==> src/pkg/gpb_defs.svh <==
`ifndef GPB_DEFS_SVH
`define GPB_DEFS_SVH
// How it works
// Port B data latch is software read/write and no reset touches it.
// A converter-selected port B pin is forced analog, overriding direction and latch.
// Unselected port B pins are ordinary digital pins under direction control.
// Direction bit 1 enables the pin output buffer; 0 leaves it high impedance.
// Reset clears all eight port B direction bits.
// Port B data read returns latch for outputs, pin level for inputs.
// Data latch writes always land; writing an input pin's latch changes no read.
// Software writes the latch before turning a direction bit from 0 to 1.
// Port C data read returns latch for outputs, pin level for inputs.
// Clock-out enable 1 drives system clock on port C bit 2; 0 is normal.
// Clock-out enable is software read/write and cleared by reset.
// Reset clears the six port C direction bits.
// Port D pin 6 feeds timer A external clock when its prescaler select is 111.
// Port D pin 4 feeds timer B external clock when its prescaler select is 111.
// Port D data read returns latch for outputs, pin level for inputs.
// Reset clears all eight port D direction bits.
// Port D pullups act only on inputs and drop at once for outputs.
// Each port D pullup enable bit connects its pullup when 1, independently.
// Pin levels pass a two-stage synchroniser before the read path.

// ****************************************************************
// Register word indices; byte address is four times the index.
// ****************************************************************
`define GPB_IDX_B_LATCH   4'h1
`define GPB_IDX_C_LATCH   4'h2
`define GPB_IDX_D_LATCH   4'h3
`define GPB_IDX_B_DIR     4'h5
`define GPB_IDX_C_DIR     4'h6
`define GPB_IDX_D_DIR     4'h7
`define GPB_IDX_D_PULLUP  4'h8
`define GPB_IDX_TIMER_SEL 4'h9

// ****************************************************************
// Field positions and reset values.
// ****************************************************************
`define GPB_CLKOUT_BIT    7
`define GPB_PS_A_LSB      0
`define GPB_PS_B_LSB      4
`define GPB_PS_EXT        3'h7
`define GPB_DIR_RST       8'h00
`define GPB_CLKOUT_RST    1'h0
`define GPB_PULLUP_RST    8'h00
`define GPB_PS_RST        3'h0
`define GPB_SYNC_STAGES   2
`endif

==> src/pkg/gpb_pkg.sv <==
package gpb_pkg;
    // Decoded register selected by the current APB address.
    typedef enum logic [8:0] {
        GPB_R_NONE  = 9'h001,
        GPB_R_BLAT  = 9'h002,
        GPB_R_CLAT  = 9'h004,
        GPB_R_DLAT  = 9'h008,
        GPB_R_BDIR  = 9'h010,
        GPB_R_CDIR  = 9'h020,
        GPB_R_DDIR  = 9'h040,
        GPB_R_DPULL = 9'h080,
        GPB_R_TSEL  = 9'h100
    } gpb_reg_t;
endpackage : gpb_pkg

==> src/hdl/gpb_sync.sv <==
`timescale 1ns/1ps
`include "gpb_defs.svh"
module gpb_sync
    import gpb_pkg::*;
#(
    parameter int WIDTH = 8
)
(
    input  wire logic             i_clock,
    input  wire logic             i_rst,
    input  wire logic [WIDTH-1:0] i_async,
    output logic      [WIDTH-1:0] o_sync
);
    logic [WIDTH-1:0] meta_ff;
    logic [WIDTH-1:0] sync_ff;
    logic [WIDTH-1:0] nxt_meta;
    logic [WIDTH-1:0] nxt_sync;

    initial
    begin
        if (WIDTH < 1) $error("gpb_sync width must be positive.");
    end

    // two flop synchroniser; the first stage feeds only the second.
    always_comb
    begin
        nxt_meta = i_async;
        nxt_sync = meta_ff;
    end

    always_ff @(posedge i_clock)
    begin
        if (i_rst)
        begin
            meta_ff <= '0;
            sync_ff <= '0;
        end
        else
        begin
            meta_ff <= nxt_meta;
            sync_ff <= nxt_sync;
        end
    end

    assign o_sync = sync_ff;
endmodule : gpb_sync

==> src/hdl/gpb_top.sv <==
// Local design decision: the APB slave port.
`timescale 1ns/1ps
`include "gpb_defs.svh"
module gpb_top
    import gpb_pkg::*;
#(
    parameter int B_WIDTH = 8,
    parameter int C_WIDTH = 6,
    parameter int D_WIDTH = 8
)
(
    input  wire logic               i_clock,
    input  wire logic               i_rst,
    input  wire logic               i_psel,
    input  wire logic               i_penable,
    input  wire logic               i_pwrite,
    input  wire logic [11:0]        i_paddr,
    input  wire logic [31:0]        i_pwdata,
    output logic      [31:0]        o_prdata,
    output logic                    o_pready,
    output logic                    o_pslverr,
    input  wire logic [7:0]         i_converter_channel_pin,
    input  wire logic [B_WIDTH-1:0] i_port_b_pin,
    output logic      [B_WIDTH-1:0] o_port_b_pin,
    output logic      [B_WIDTH-1:0] o_port_b_pin_oe,
    output logic      [B_WIDTH-1:0] o_port_b_analog_sel,
    input  wire logic [C_WIDTH-1:0] i_port_c_pin,
    output logic      [C_WIDTH-1:0] o_port_c_pin,
    output logic      [C_WIDTH-1:0] o_port_c_pin_oe,
    input  wire logic [D_WIDTH-1:0] i_port_d_pin,
    output logic      [D_WIDTH-1:0] o_port_d_pin,
    output logic      [D_WIDTH-1:0] o_port_d_pin_oe,
    output logic      [D_WIDTH-1:0] o_port_d_pullup_on,
    output logic                    o_timer_a_ext_clock,
    output logic                    o_timer_b_ext_clock
);
    // ****************************************************************
    // Elaboration checks.
    // ****************************************************************
    // Port C must stay below bit 7 of its direction word, which holds the clock-out enable.
    initial
    begin
        if (B_WIDTH != 8 || D_WIDTH != 8) $error("Ports B and D must be 8 bits wide.");
        if (C_WIDTH < 3 || C_WIDTH > 7) $error("Port C needs bit 2 and room for the clock-out bit.");
    end

    // ****************************************************************
    // State.
    // ****************************************************************
    logic [B_WIDTH-1:0] port_b_latch_ff;
    logic [C_WIDTH-1:0] port_c_latch_ff;
    logic [D_WIDTH-1:0] port_d_latch_ff;
    logic [B_WIDTH-1:0] port_b_dir_ff;
    logic [C_WIDTH-1:0] port_c_dir_ff;
    logic [D_WIDTH-1:0] port_d_dir_ff;
    logic [D_WIDTH-1:0] port_d_pullup_en_ff;
    logic               clock_out_enable_ff;
    logic [2:0]         prescaler_select_a_ff;
    logic [2:0]         prescaler_select_b_ff;
    logic [31:0]        prdata_ff;
    logic               pslverr_ff;

    logic [B_WIDTH-1:0] nxt_port_b_latch;
    logic [C_WIDTH-1:0] nxt_port_c_latch;
    logic [D_WIDTH-1:0] nxt_port_d_latch;
    logic [B_WIDTH-1:0] nxt_port_b_dir;
    logic [C_WIDTH-1:0] nxt_port_c_dir;
    logic [D_WIDTH-1:0] nxt_port_d_dir;
    logic [D_WIDTH-1:0] nxt_port_d_pullup_en;
    logic               nxt_clock_out_enable;
    logic [2:0]         nxt_prescaler_select_a;
    logic [2:0]         nxt_prescaler_select_b;
    logic [31:0]        nxt_prdata;
    logic               nxt_pslverr;

    logic [B_WIDTH-1:0] b_pin_sync;
    logic [C_WIDTH-1:0] c_pin_sync;
    logic [D_WIDTH-1:0] d_pin_sync;
    logic [B_WIDTH-1:0] b_analog;
    gpb_reg_t           sel_reg;
    logic               access_edge;
    logic               setup_edge;

    // ****************************************************************
    // Pin synchronisers.
    // ****************************************************************
    // pin levels synchronised.
    gpb_sync #(.WIDTH(B_WIDTH)) u_sync_b
    (
        .i_clock (i_clock),
        .i_rst   (i_rst),
        .i_async (i_port_b_pin),
        .o_sync  (b_pin_sync)
    );

    gpb_sync #(.WIDTH(C_WIDTH)) u_sync_c
    (
        .i_clock (i_clock),
        .i_rst   (i_rst),
        .i_async (i_port_c_pin),
        .o_sync  (c_pin_sync)
    );

    gpb_sync #(.WIDTH(D_WIDTH)) u_sync_d
    (
        .i_clock (i_clock),
        .i_rst   (i_rst),
        .i_async (i_port_d_pin),
        .o_sync  (d_pin_sync)
    );

    // ****************************************************************
    // APB decode.
    // ****************************************************************
    // The slave answers in the first access cycle, so pready is tied high by design.
    assign access_edge = i_psel & i_penable;
    // The setup edge captures read data, since address and direction are already valid there.
    assign setup_edge  = i_psel & ~i_penable;

    // Only word-aligned addresses hit a register; the rest get an error.
    always_comb
    begin
        sel_reg = GPB_R_NONE;
        if (i_paddr[1:0] == 2'h0 && i_paddr[11:6] == 6'h00)
        begin
            unique case (i_paddr[5:2])
                `GPB_IDX_B_LATCH:   sel_reg = GPB_R_BLAT;
                `GPB_IDX_C_LATCH:   sel_reg = GPB_R_CLAT;
                `GPB_IDX_D_LATCH:   sel_reg = GPB_R_DLAT;
                `GPB_IDX_B_DIR:     sel_reg = GPB_R_BDIR;
                `GPB_IDX_C_DIR:     sel_reg = GPB_R_CDIR;
                `GPB_IDX_D_DIR:     sel_reg = GPB_R_DDIR;
                `GPB_IDX_D_PULLUP:  sel_reg = GPB_R_DPULL;
                `GPB_IDX_TIMER_SEL: sel_reg = GPB_R_TSEL;
                default:            sel_reg = GPB_R_NONE;
            endcase
        end
    end

    // ****************************************************************
    // Register writes and read data.
    // ****************************************************************
    // Writes land only at the completing edge of the access phase.
    always_comb
    begin
        nxt_port_b_latch       = port_b_latch_ff;
        nxt_port_c_latch       = port_c_latch_ff;
        nxt_port_d_latch       = port_d_latch_ff;
        nxt_port_b_dir         = port_b_dir_ff;
        nxt_port_c_dir         = port_c_dir_ff;
        nxt_port_d_dir         = port_d_dir_ff;
        nxt_port_d_pullup_en   = port_d_pullup_en_ff;
        nxt_clock_out_enable   = clock_out_enable_ff;
        nxt_prescaler_select_a = prescaler_select_a_ff;
        nxt_prescaler_select_b = prescaler_select_b_ff;
        nxt_prdata             = prdata_ff;
        nxt_pslverr            = 1'b0;
        // Read data and error are decided at the setup edge, so both stand when pready is sampled.
        if (setup_edge)
        begin
            nxt_pslverr = (sel_reg == GPB_R_NONE);
        end
        if (i_psel)
        begin
            if (access_edge && i_pwrite)
            begin
                unique case (sel_reg)
                    // latch writes always land.
                    GPB_R_BLAT:  nxt_port_b_latch = i_pwdata[B_WIDTH-1:0];
                    GPB_R_CLAT:  nxt_port_c_latch = i_pwdata[C_WIDTH-1:0];
                    GPB_R_DLAT:  nxt_port_d_latch = i_pwdata[D_WIDTH-1:0];
                    GPB_R_BDIR:  nxt_port_b_dir = i_pwdata[B_WIDTH-1:0];
                    // clock-out enable writable.
                    GPB_R_CDIR:
                    begin
                        nxt_port_c_dir       = i_pwdata[C_WIDTH-1:0];
                        nxt_clock_out_enable = i_pwdata[`GPB_CLKOUT_BIT];
                    end
                    GPB_R_DDIR:  nxt_port_d_dir = i_pwdata[D_WIDTH-1:0];
                    GPB_R_DPULL: nxt_port_d_pullup_en = i_pwdata[D_WIDTH-1:0];
                    GPB_R_TSEL:
                    begin
                        nxt_prescaler_select_a = i_pwdata[`GPB_PS_A_LSB +: 3];
                        nxt_prescaler_select_b = i_pwdata[`GPB_PS_B_LSB +: 3];
                    end
                    GPB_R_NONE:  nxt_pslverr = 1'b1;
                endcase
            end
            else if (setup_edge && !i_pwrite)
            begin
                nxt_prdata = 32'h0000_0000;
                unique case (sel_reg)
                    // latch for outputs, pin for inputs.
                    GPB_R_BLAT:  nxt_prdata[B_WIDTH-1:0] =
                                     (port_b_dir_ff & port_b_latch_ff) | (~port_b_dir_ff & b_pin_sync);
                    // latch for outputs, pin for inputs.
                    GPB_R_CLAT:  nxt_prdata[C_WIDTH-1:0] =
                                     (port_c_dir_ff & port_c_latch_ff) | (~port_c_dir_ff & c_pin_sync);
                    // latch for outputs, pin for inputs.
                    GPB_R_DLAT:  nxt_prdata[D_WIDTH-1:0] =
                                     (port_d_dir_ff & port_d_latch_ff) | (~port_d_dir_ff & d_pin_sync);
                    GPB_R_BDIR:  nxt_prdata[B_WIDTH-1:0] = port_b_dir_ff;
                    GPB_R_CDIR:
                    begin
                        nxt_prdata[C_WIDTH-1:0]      = port_c_dir_ff;
                        nxt_prdata[`GPB_CLKOUT_BIT]  = clock_out_enable_ff;
                    end
                    GPB_R_DDIR:  nxt_prdata[D_WIDTH-1:0] = port_d_dir_ff;
                    GPB_R_DPULL: nxt_prdata[D_WIDTH-1:0] = port_d_pullup_en_ff;
                    GPB_R_TSEL:
                    begin
                        nxt_prdata[`GPB_PS_A_LSB +: 3] = prescaler_select_a_ff;
                        nxt_prdata[`GPB_PS_B_LSB +: 3] = prescaler_select_b_ff;
                    end
                    GPB_R_NONE:  nxt_prdata = 32'h0000_0000;
                endcase
            end
        end
    end

    // latches sit outside the reset branch, so no reset touches them.
    always_ff @(posedge i_clock)
    begin
        port_b_latch_ff <= nxt_port_b_latch;
        port_c_latch_ff <= nxt_port_c_latch;
        port_d_latch_ff <= nxt_port_d_latch;
        prdata_ff       <= nxt_prdata;
    end

    // Control registers with defined reset values.
    always_ff @(posedge i_clock)
    begin
        if (i_rst)
        begin
            // port B inputs after reset.
            port_b_dir_ff         <= `GPB_DIR_RST;
            // port C inputs after reset.
            port_c_dir_ff         <= C_WIDTH'(`GPB_DIR_RST);
            // port D inputs after reset.
            port_d_dir_ff         <= `GPB_DIR_RST;
            // clock-out cleared by reset.
            clock_out_enable_ff   <= `GPB_CLKOUT_RST;
            port_d_pullup_en_ff   <= `GPB_PULLUP_RST;
            prescaler_select_a_ff <= `GPB_PS_RST;
            prescaler_select_b_ff <= `GPB_PS_RST;
            pslverr_ff            <= 1'b0;
        end
        else
        begin
            port_b_dir_ff         <= nxt_port_b_dir;
            port_c_dir_ff         <= nxt_port_c_dir;
            port_d_dir_ff         <= nxt_port_d_dir;
            clock_out_enable_ff   <= nxt_clock_out_enable;
            port_d_pullup_en_ff   <= nxt_port_d_pullup_en;
            prescaler_select_a_ff <= nxt_prescaler_select_a;
            prescaler_select_b_ff <= nxt_prescaler_select_b;
            pslverr_ff            <= nxt_pslverr;
        end
    end

    // Read data and error are registered at the setup edge of a transfer.
    // They stand through the access phase, when the master samples pready high.
    assign o_prdata  = prdata_ff;
    assign o_pready  = 1'b1;
    assign o_pslverr = pslverr_ff & access_edge;

    // ****************************************************************
    // Pin drivers.
    // ****************************************************************
    // converter selection forces a pin analog.
    assign b_analog            = i_converter_channel_pin[B_WIDTH-1:0];
    assign o_port_b_analog_sel = b_analog;
    // digital pins follow their direction bits.
    assign o_port_b_pin_oe = port_b_dir_ff & ~b_analog;
    // The latch always drives the pad; the enable alone decides whether it reaches the pin.
    assign o_port_b_pin    = port_b_latch_ff;

    // system clock on port C bit 2; glitchy gating is accepted for a debug clock.
    always_comb
    begin
        o_port_c_pin_oe = port_c_dir_ff;
        o_port_c_pin    = port_c_latch_ff;
        if (clock_out_enable_ff)
        begin
            o_port_c_pin_oe[2] = 1'b1;
            o_port_c_pin[2]    = i_clock;
        end
    end

    // port D output buffers.
    assign o_port_d_pin_oe    = port_d_dir_ff;
    assign o_port_d_pin       = port_d_latch_ff;
    // Pullups drop combinationally, in the same cycle as a direction bit turns on.
    // pullup only on inputs whose enable bit is set.
    assign o_port_d_pullup_on = port_d_pullup_en_ff & ~port_d_dir_ff;

    // The timer clocks pass the pin synchroniser, so an external clock must stay well below the bus clock.
    // timer A clock from pin 6.
    assign o_timer_a_ext_clock = (prescaler_select_a_ff == `GPB_PS_EXT) & d_pin_sync[6];
    // timer B clock from pin 4.
    assign o_timer_b_ext_clock = (prescaler_select_b_ff == `GPB_PS_EXT) & d_pin_sync[4];
endmodule : gpb_top

==> config.mk <==
export PLATFORM = sky130hd
export DESIGN_NAME = gpb_top
export DESIGN_NICKNAME = d
export VERILOG_FILES = /design/src/pkg/gpb_pkg.sv /design/src/hdl/gpb_sync.sv /design/src/hdl/gpb_top.sv
export VERILOG_INCLUDE_DIRS = /design/src /design/src/pkg
export SDC_FILE = /design/constraint.sdc
export NUM_CORES = 1
export LEC_CHECK = 0
export BUFFER_PORTS_ARGS = -buffer_cell sky130_fd_sc_hd__buf_4
export CORE_MARGIN = 10
export CORE_UTILIZATION = 53
export CTS_BUF_LIST = sky130_fd_sc_hd__clkbuf_16
export CTS_CLUSTER_SIZE = 30
export DETAILED_ROUTE_END_ITERATION = 7
export PLACE_DENSITY = 0.95
export SYNTH_ARGS = -nofsm -noshare
export SYNTH_HDL_FRONTEND = slang
export SYNTH_SLANG_ARGS = --single-unit
==> constraint.sdc <==
create_clock -name i_clock -period 5.2 [get_ports i_clock]
set_input_delay 1.04 -clock i_clock [delete_from_list [all_inputs] [get_ports i_clock]]
set_output_delay 1.04 -clock i_clock [all_outputs]
set_load 0.05 [all_outputs]
==> flow_metrics.tcl, run 1 <==
set metrics [dict create \
    status "finished, final reports clean" \
    ys.flop_type "dfxtp_1" \
    start_kind "clock port" \
    stdcell_count 659 \
    netlist_instances 447 \
    setup_viol 0 \
    drive_gt1_frac 0.296 \
    pwr_density_cell_mw_per_mm2 326 \
    cts-resized-gates 0 \
    clk_pin_slew_ns 0.07 \
    overflow 0 \
    wirelength_mm 13.2 \
    die_w_um 115 \
    yosys_warnings 0 \
    dr.pass1.iters 5 \
    synth_most_common_cell "dfxtp_1" \
    dieArea_mm2 0.0133 \
    wl_per_cell_um 20.1 \
    dp.cells 640 \
    crit_top_cell "clkbuf_16" \
    grt_max_degree 83 \
    hp-class "reg2reg" \
    final.setup.tns_ns 0 \
    crit_required_ns 4.16 \
    diodes 0 \
    row_count 34 \
    cp.arrival_ns 3.31 \
    port_buffers 125 \
    antenna_found_initial 0 \
    drt_iter0_markers 327 \
    gp_congestion 0.935 \
    max_slew_margin 0.0940 \
    critPathSlowestCell "mux2_2" \
    core-area_mm2 0.00881 \
    maxCapViolations 0 \
    async_reset_ff_frac 0 \
    path_cells "clkbuf_16, clkbuf_16, mux2_2, buf_4" \
    fin_area_mm2 0.00598 \
    yosysTopAreaCell "dfxtp_1" \
    yosysTopAreaCellShare 0.341 \
    grt_pass1_vias 3690 \
    grt_pass1_wl_mm 19.8 \
    ir_drop_mv 0.169 \
    critPathMaxStageDelay_ns 0.27 \
    avgSynthCellArea_um2 10.8 \
    grt.total_usage 0.197 \
    hold_buffers 0 \
    post_dp_cell_area_mm2 0.00558 \
    num_io_pins 175 \
    synth_cell_types 47 \
    crit_fanout 2 \
    initial_core_util 0.547 \
    vias 3682 \
    rsz0062_at_grt "false" \
    cts_tree "built" \
    synth-seq-area-share 0.528 \
    endpoint_kind "output port" \
    drtAntennaViolNets 0 \
    yosys-top-cells-area "dfxtp_1 34%, edfxtp_1 19%, mux2i_1 9.1%, nor2b_1 8.4%, buf_4 6.7%" \
    worst_pin_slew_ns 1.35 \
    syn2layout_area_growth_pct 24.1 \
    die_y_um 115 \
    worstSetupPathType "clk2out" \
    report.final.slew_viol_count 0 \
    synth_area_mm2 0.00482 \
    avgViaCountPerCell 5.59 \
    p_leak_nw 2.60 \
    dp_hpwl_mm 9.43 \
    skew_ns 0.00649 \
    cts_setup_buffers 0 \
    synthTopCellsByCount "82 x dfxtp_1, 65 x nor2b_1, 44 x mux2i_1" \
    synth_seq_cells 112 \
    clk_latency_ns 0.47 \
    drc 0 \
    synth_edf_count 30 \
    fin_nets 625 \
    hold_viol 0 \
]
cell usage in the layout, fill, tap and decap left out, types with 5 or more instances in the layout:
cell type  instances
buf_4            126
dfxtp_1           82
nor2b_1           65
mux2i_1           44
nor2_1            42
edfxtp_1          30
conb_1            25
o21ai_0           17
a21oi_1           16
clkbuf_16         12
nand2_1            7
nand2b_1           6
mux2_2             6
or3b_2             5
nor3b_1            5
final cells by class:
| class | instances | area (um^2) |
|---|---|---|
| clock buffers | 13 | 308 |
| clock inverters | 7 | 100 |
| fillers | 645 | 2830 |
| inverters | 3 | 11.3 |
| multi-input cells | 291 | 1940 |
| flip-flops and latches | 112 | 2540 |
| well taps | 108 | 135 |
| repair buffers | 125 | 938 |
metal layers:
metal  part of all wire  track usage  vias up
met5                  0            0        -
met2               0.47        0.308      243
met1               0.38        0.226     1703
met3               0.11       0.0776       51
li1                   -            -     1685
met4              0.041        0.112        0
flip-flops by register name (all words and copies together) (netlist names), 8 cells and up:
name                 cells
o_port_d_pin_oe          8
o_prdata                 8
u_sync_b.meta_ff         8
o_port_b_pin             8
port_d_pullup_en_ff      8
u_sync_d.meta_ff         8
o_port_d_pin             8
u_sync_b.o_sync          8
port_b_dir_ff            8
u_sync_d.o_sync          8
path summary, 6_finish.rpt:
check	depth (start not counted)	end	slack [ns]	startpoint
worst max-delay path	4	o_port_c_pin[2]	0.85	i_clock
worst min-delay path	1	u_sync_b.o_sync[5]	0.44	u_sync_b.meta_ff[5]
worst min register to register	1	u_sync_b.o_sync[5]	0.44	u_sync_b.meta_ff[5]
worst max register to register	4	o_prdata[2]	3.57	o_port_d_pin_oe[2]
through the flow:
step / util / worst slack (ns) / hold WS, ns / power (W)
floorplan: - / 1.19 / 0.414 / 0.00106
global placement: 0.634 / 1.13 / 0.422 / 0.00110
detailed placement: 0.634 / 1.13 / 0.421 / 0.00110
CTS: 0.679 / 0.836 / 0.439 / 0.00195
global route: 0.679 / 0.830 / 0.451 / 0.00201
finish: 0.679 / 0.847 / 0.436 / 0.00195
critical path, delay by kind of cell:
family | cells | cell delay, ns
buffers and inverters | 3 | 0.45
muxes | 1 | 0.27
where the power goes:
part | internal [W] | switching (W)
combinational | 0.0000527 | 0.000114
clock | 0.000526 | 0.000340
sequential | 0.000911 | 0.00000490
cells by family (layout without fill, tap and decap cells):
kind of cell | after synthesis | after routing | share of synthesized area
AOI/OAI and AO/OA | 58 | 58 | 0.0763
buffers and inverters | 67 | 148 | 0.0870
DFF | 112 | 112 | 0.528
muxes | 50 | 50 | 0.105
other | 2 | 25 | 0.00156
and+or+nand+nor | 158 | 158 | 0.202
Note: power is estimated with default switching activity, not from simulation.
==> run 2: changes to the inputs <==
--- a/config.mk
+++ b/config.mk
@@ -6,13 +6,14 @@
 export SDC_FILE = /design/constraint.sdc
 export NUM_CORES = 1
 export LEC_CHECK = 0
+export ABC_AREA = 1
 export BUFFER_PORTS_ARGS = -buffer_cell sky130_fd_sc_hd__buf_4
 export CORE_MARGIN = 10
-export CORE_UTILIZATION = 53
+export CORE_UTILIZATION = 50
 export CTS_BUF_LIST = sky130_fd_sc_hd__clkbuf_16
 export CTS_CLUSTER_SIZE = 30
 export DETAILED_ROUTE_END_ITERATION = 7
-export PLACE_DENSITY = 0.95
+export PLACE_DENSITY = 0.9
 export SYNTH_ARGS = -nofsm -noshare
 export SYNTH_HDL_FRONTEND = slang
 export SYNTH_SLANG_ARGS = --single-unit
==> constraint.sdc (replaced) <==
create_clock -name i_clock -period 4.3 [get_ports i_clock]
set_input_delay 0.86 -clock i_clock [delete_from_list [all_inputs] [get_ports i_clock]]
set_output_delay 0.86 -clock i_clock [all_outputs]
set_load 0.05 [all_outputs]
==> flow_metrics.tcl, run 2 <==
set metrics [dict create \
    final.setup.tns_ns 0 \
    synth_most_common_cell "nor2_1" \
    fillers 843 \
    yosysTopAreaCell "dfxtp_1" \
    gp_congestion 0.929 \
    start_kind "clock port" \
    dp_hpwl_mm 10.6 \
    async_reset_ff_frac 0 \
    hold_buffers 0 \
    clk_latency_ns 0.47 \
    avgViaCountPerCell 4.96 \
    netlist_instances 609 \
    core-area_mm2 0.00937 \
    ir_drop_mv 0.224 \
    num_io_pins 175 \
    cts_tree "built" \
    clk_pin_slew_ns 0.07 \
    yosys_warnings 0 \
    yosysTopAreaCellShare 0.336 \
    pre_cts_ws_ns 1.00 \
    grt_pass1_wl_mm 21.6 \
    ys.flop_type "dfxtp_1" \
    p_leak_nw 2.84 \
    syn2layout_area_growth_pct 24.9 \
    critical-path-top-delay-family "buffers and inverters" \
    hold_viol 0 \
    grt.total_usage 0.194 \
    drc 0 \
    avgSynthCellArea_um2 8.01 \
    crit_top_cell "clkbuf_16" \
    reg2reg_depth 6 \
    synth-seq-area-share 0.521 \
    fin_nets 793 \
    rsz0062_at_grt "false" \
    synth_cell_types 33 \
    die_y_um 119 \
    cp.arrival_ns 2.74 \
    synth_seq_cells 112 \
    endpoint_kind "output port" \
    maxCapViolations 0 \
    path_cells "clkbuf_16, clkbuf_16, nand2_1, o21ai_0, buf_4" \
    cp.buffers_inverters 3 \
    wl_per_cell_um 16.5 \
    final_cell_mix "126 x buf_4, 108 x nor2_1, 92 x inv_1" \
    post_dp_cell_area_mm2 0.00568 \
    worstSetupStartpoint "i_clock" \
    overflow 0 \
    critPathMaxStageDelay_ns 0.20 \
    wirelength_mm 14.0 \
    hp-class "reg2reg" \
    r2r_start "o_port_d_pin_oe[3]" \
    cts_setup_buffers 0 \
    worst_pin_slew_ns 1.07 \
    skew_ns 0.00653 \
    vias 4210 \
    antenna_found_initial 0 \
    cp_num_cells 5 \
    cts-resized-gates 0 \
    synth_edf_count 30 \
    drt_iter0_markers 403 \
    timing.hold.ws_ns 0.402 \
    crit_fanout 2 \
    initial_core_util 0.521 \
    dieArea_mm2 0.0141 \
    drtAntennaViolNets 0 \
    diodes 0 \
    row_count 35 \
    dr.pass1.iters 5 \
    grt_max_degree 46 \
    synth_area_mm2 0.00488 \
    max_slew_margin 0.284 \
    rr_endpoint "o_prdata[3]" \
    setup_ws_ns 0.704 \
    yosys-top-cells-area "dfxtp_1 34%, edfxtp_1 18%, nor2_1 8.3%, inv_1 7.1%, buf_4 6.6%" \
    report.final.slew_viol_count 0 \
    port_buffers 125 \
    status "finished, final reports clean" \
    setup_viol 0 \
    grt_pass1_vias 4197 \
    fin_area_mm2 0.00609 \
    crit_required_ns 3.44 \
    synthTopCellsByCount "108 x nor2_1, 92 x inv_1, 82 x dfxtp_1" \
    critPathSlowestCell "buf_4" \
    rrSetupSlack_ns 2.80 \
    worstSetupPathType "clk2out" \
    layout.cells.most_common "buf_4" \
    drive_gt1_frac 0.232 \
    whs_path_depth 2 \
    die_w_um 119 \
    pwr_density_cell_mw_per_mm2 384 \
    endpoint "o_port_c_pin[2]" \
]
==> run 2: kinds of logic after synthesis <==
group                  after synthesis  share of synthesized area
DFF                                112                      0.521
other                                2                    0.00154
buffers and inverters              159                      0.157
muxes                                2                    0.00410
AOI/OAI and AO/OA                   98                      0.109
and+or+nand+nor                    236                      0.207
==> run 2: worst register-to-register path, delay by kind of cell (launching register included) <==
kind | cells | cell delay (ns)
flops | 1 | 0.43
simple gates | 2 | 0.38
compound gates | 3 | 0.34
buf+inv | 1 | 0.08
==> run 2: final cells by class <==
class | count | area (um^2) | share of cell area
timing repair buffer | 125 | 938 | 0.154
clock inverter | 6 | 83.8 | 0.0138
clock buffer | 14 | 333 | 0.0546
tap | 129 | 161 | 0.0265
inverter | 101 | 379 | 0.0622
sequential | 112 | 2540 | 0.417
multi-input combinational | 361 | 1650 | 0.272
==> run 2: metal layers <==
metal,vias up,global-route usage,share of wire
met4,0,0.0847,0.026
met5,-,0,0
met1,1900,0.223,0.38
met3,32,0.0624,0.10
li1,2053,-,-
met2,225,0.324,0.49
==> run 2: worst min-delay path by stage <==
stage	from	endpoint	slack [ns]
6_report	u_sync_c.meta_ff[4]	u_sync_c.o_sync[4]	0.40
5_1_grt	u_sync_d.meta_ff[4]	u_sync_d.o_sync[4]	0.42
4_1_cts	u_sync_b.meta_ff[4]	u_sync_b.o_sync[4]	0.41
3_5_place_dp	u_sync_d.meta_ff[2]	u_sync_d.o_sync[2]	0.39
3_3_place_gp	u_sync_b.meta_ff[0]	u_sync_b.o_sync[0]	0.39
2_1_floorplan	u_sync_b.meta_ff[0]	u_sync_b.o_sync[0]	0.39
==> run 2: power by group <==
| group | switching [W] | total, W | leakage [nW] | internal (W) |
|---|---|---|---|---|
| Combinational | 0.000132 | 0.000188 | 1.69 | 0.0000554 |
| Sequential | 0.00000728 | 0.00111 | 0.939 | 0.00110 |
| Clock | 0.000422 | 0.00104 | 0.206 | 0.000619 |
| Total | 0.000562 | 0.00234 | 2.84 | 0.00178 |
==> run 2: metrics by stage <==
step | total power (W) | instances | utilization
floorplan | 0.00127 | 632 | -
global placement | 0.00131 | 829 | 0.606
detailed placement | 0.00132 | 829 | 0.606
CTS | 0.00234 | 848 | 0.650
global route | 0.00240 | 848 | 0.650
finish | 0.00234 | 848 | 0.650
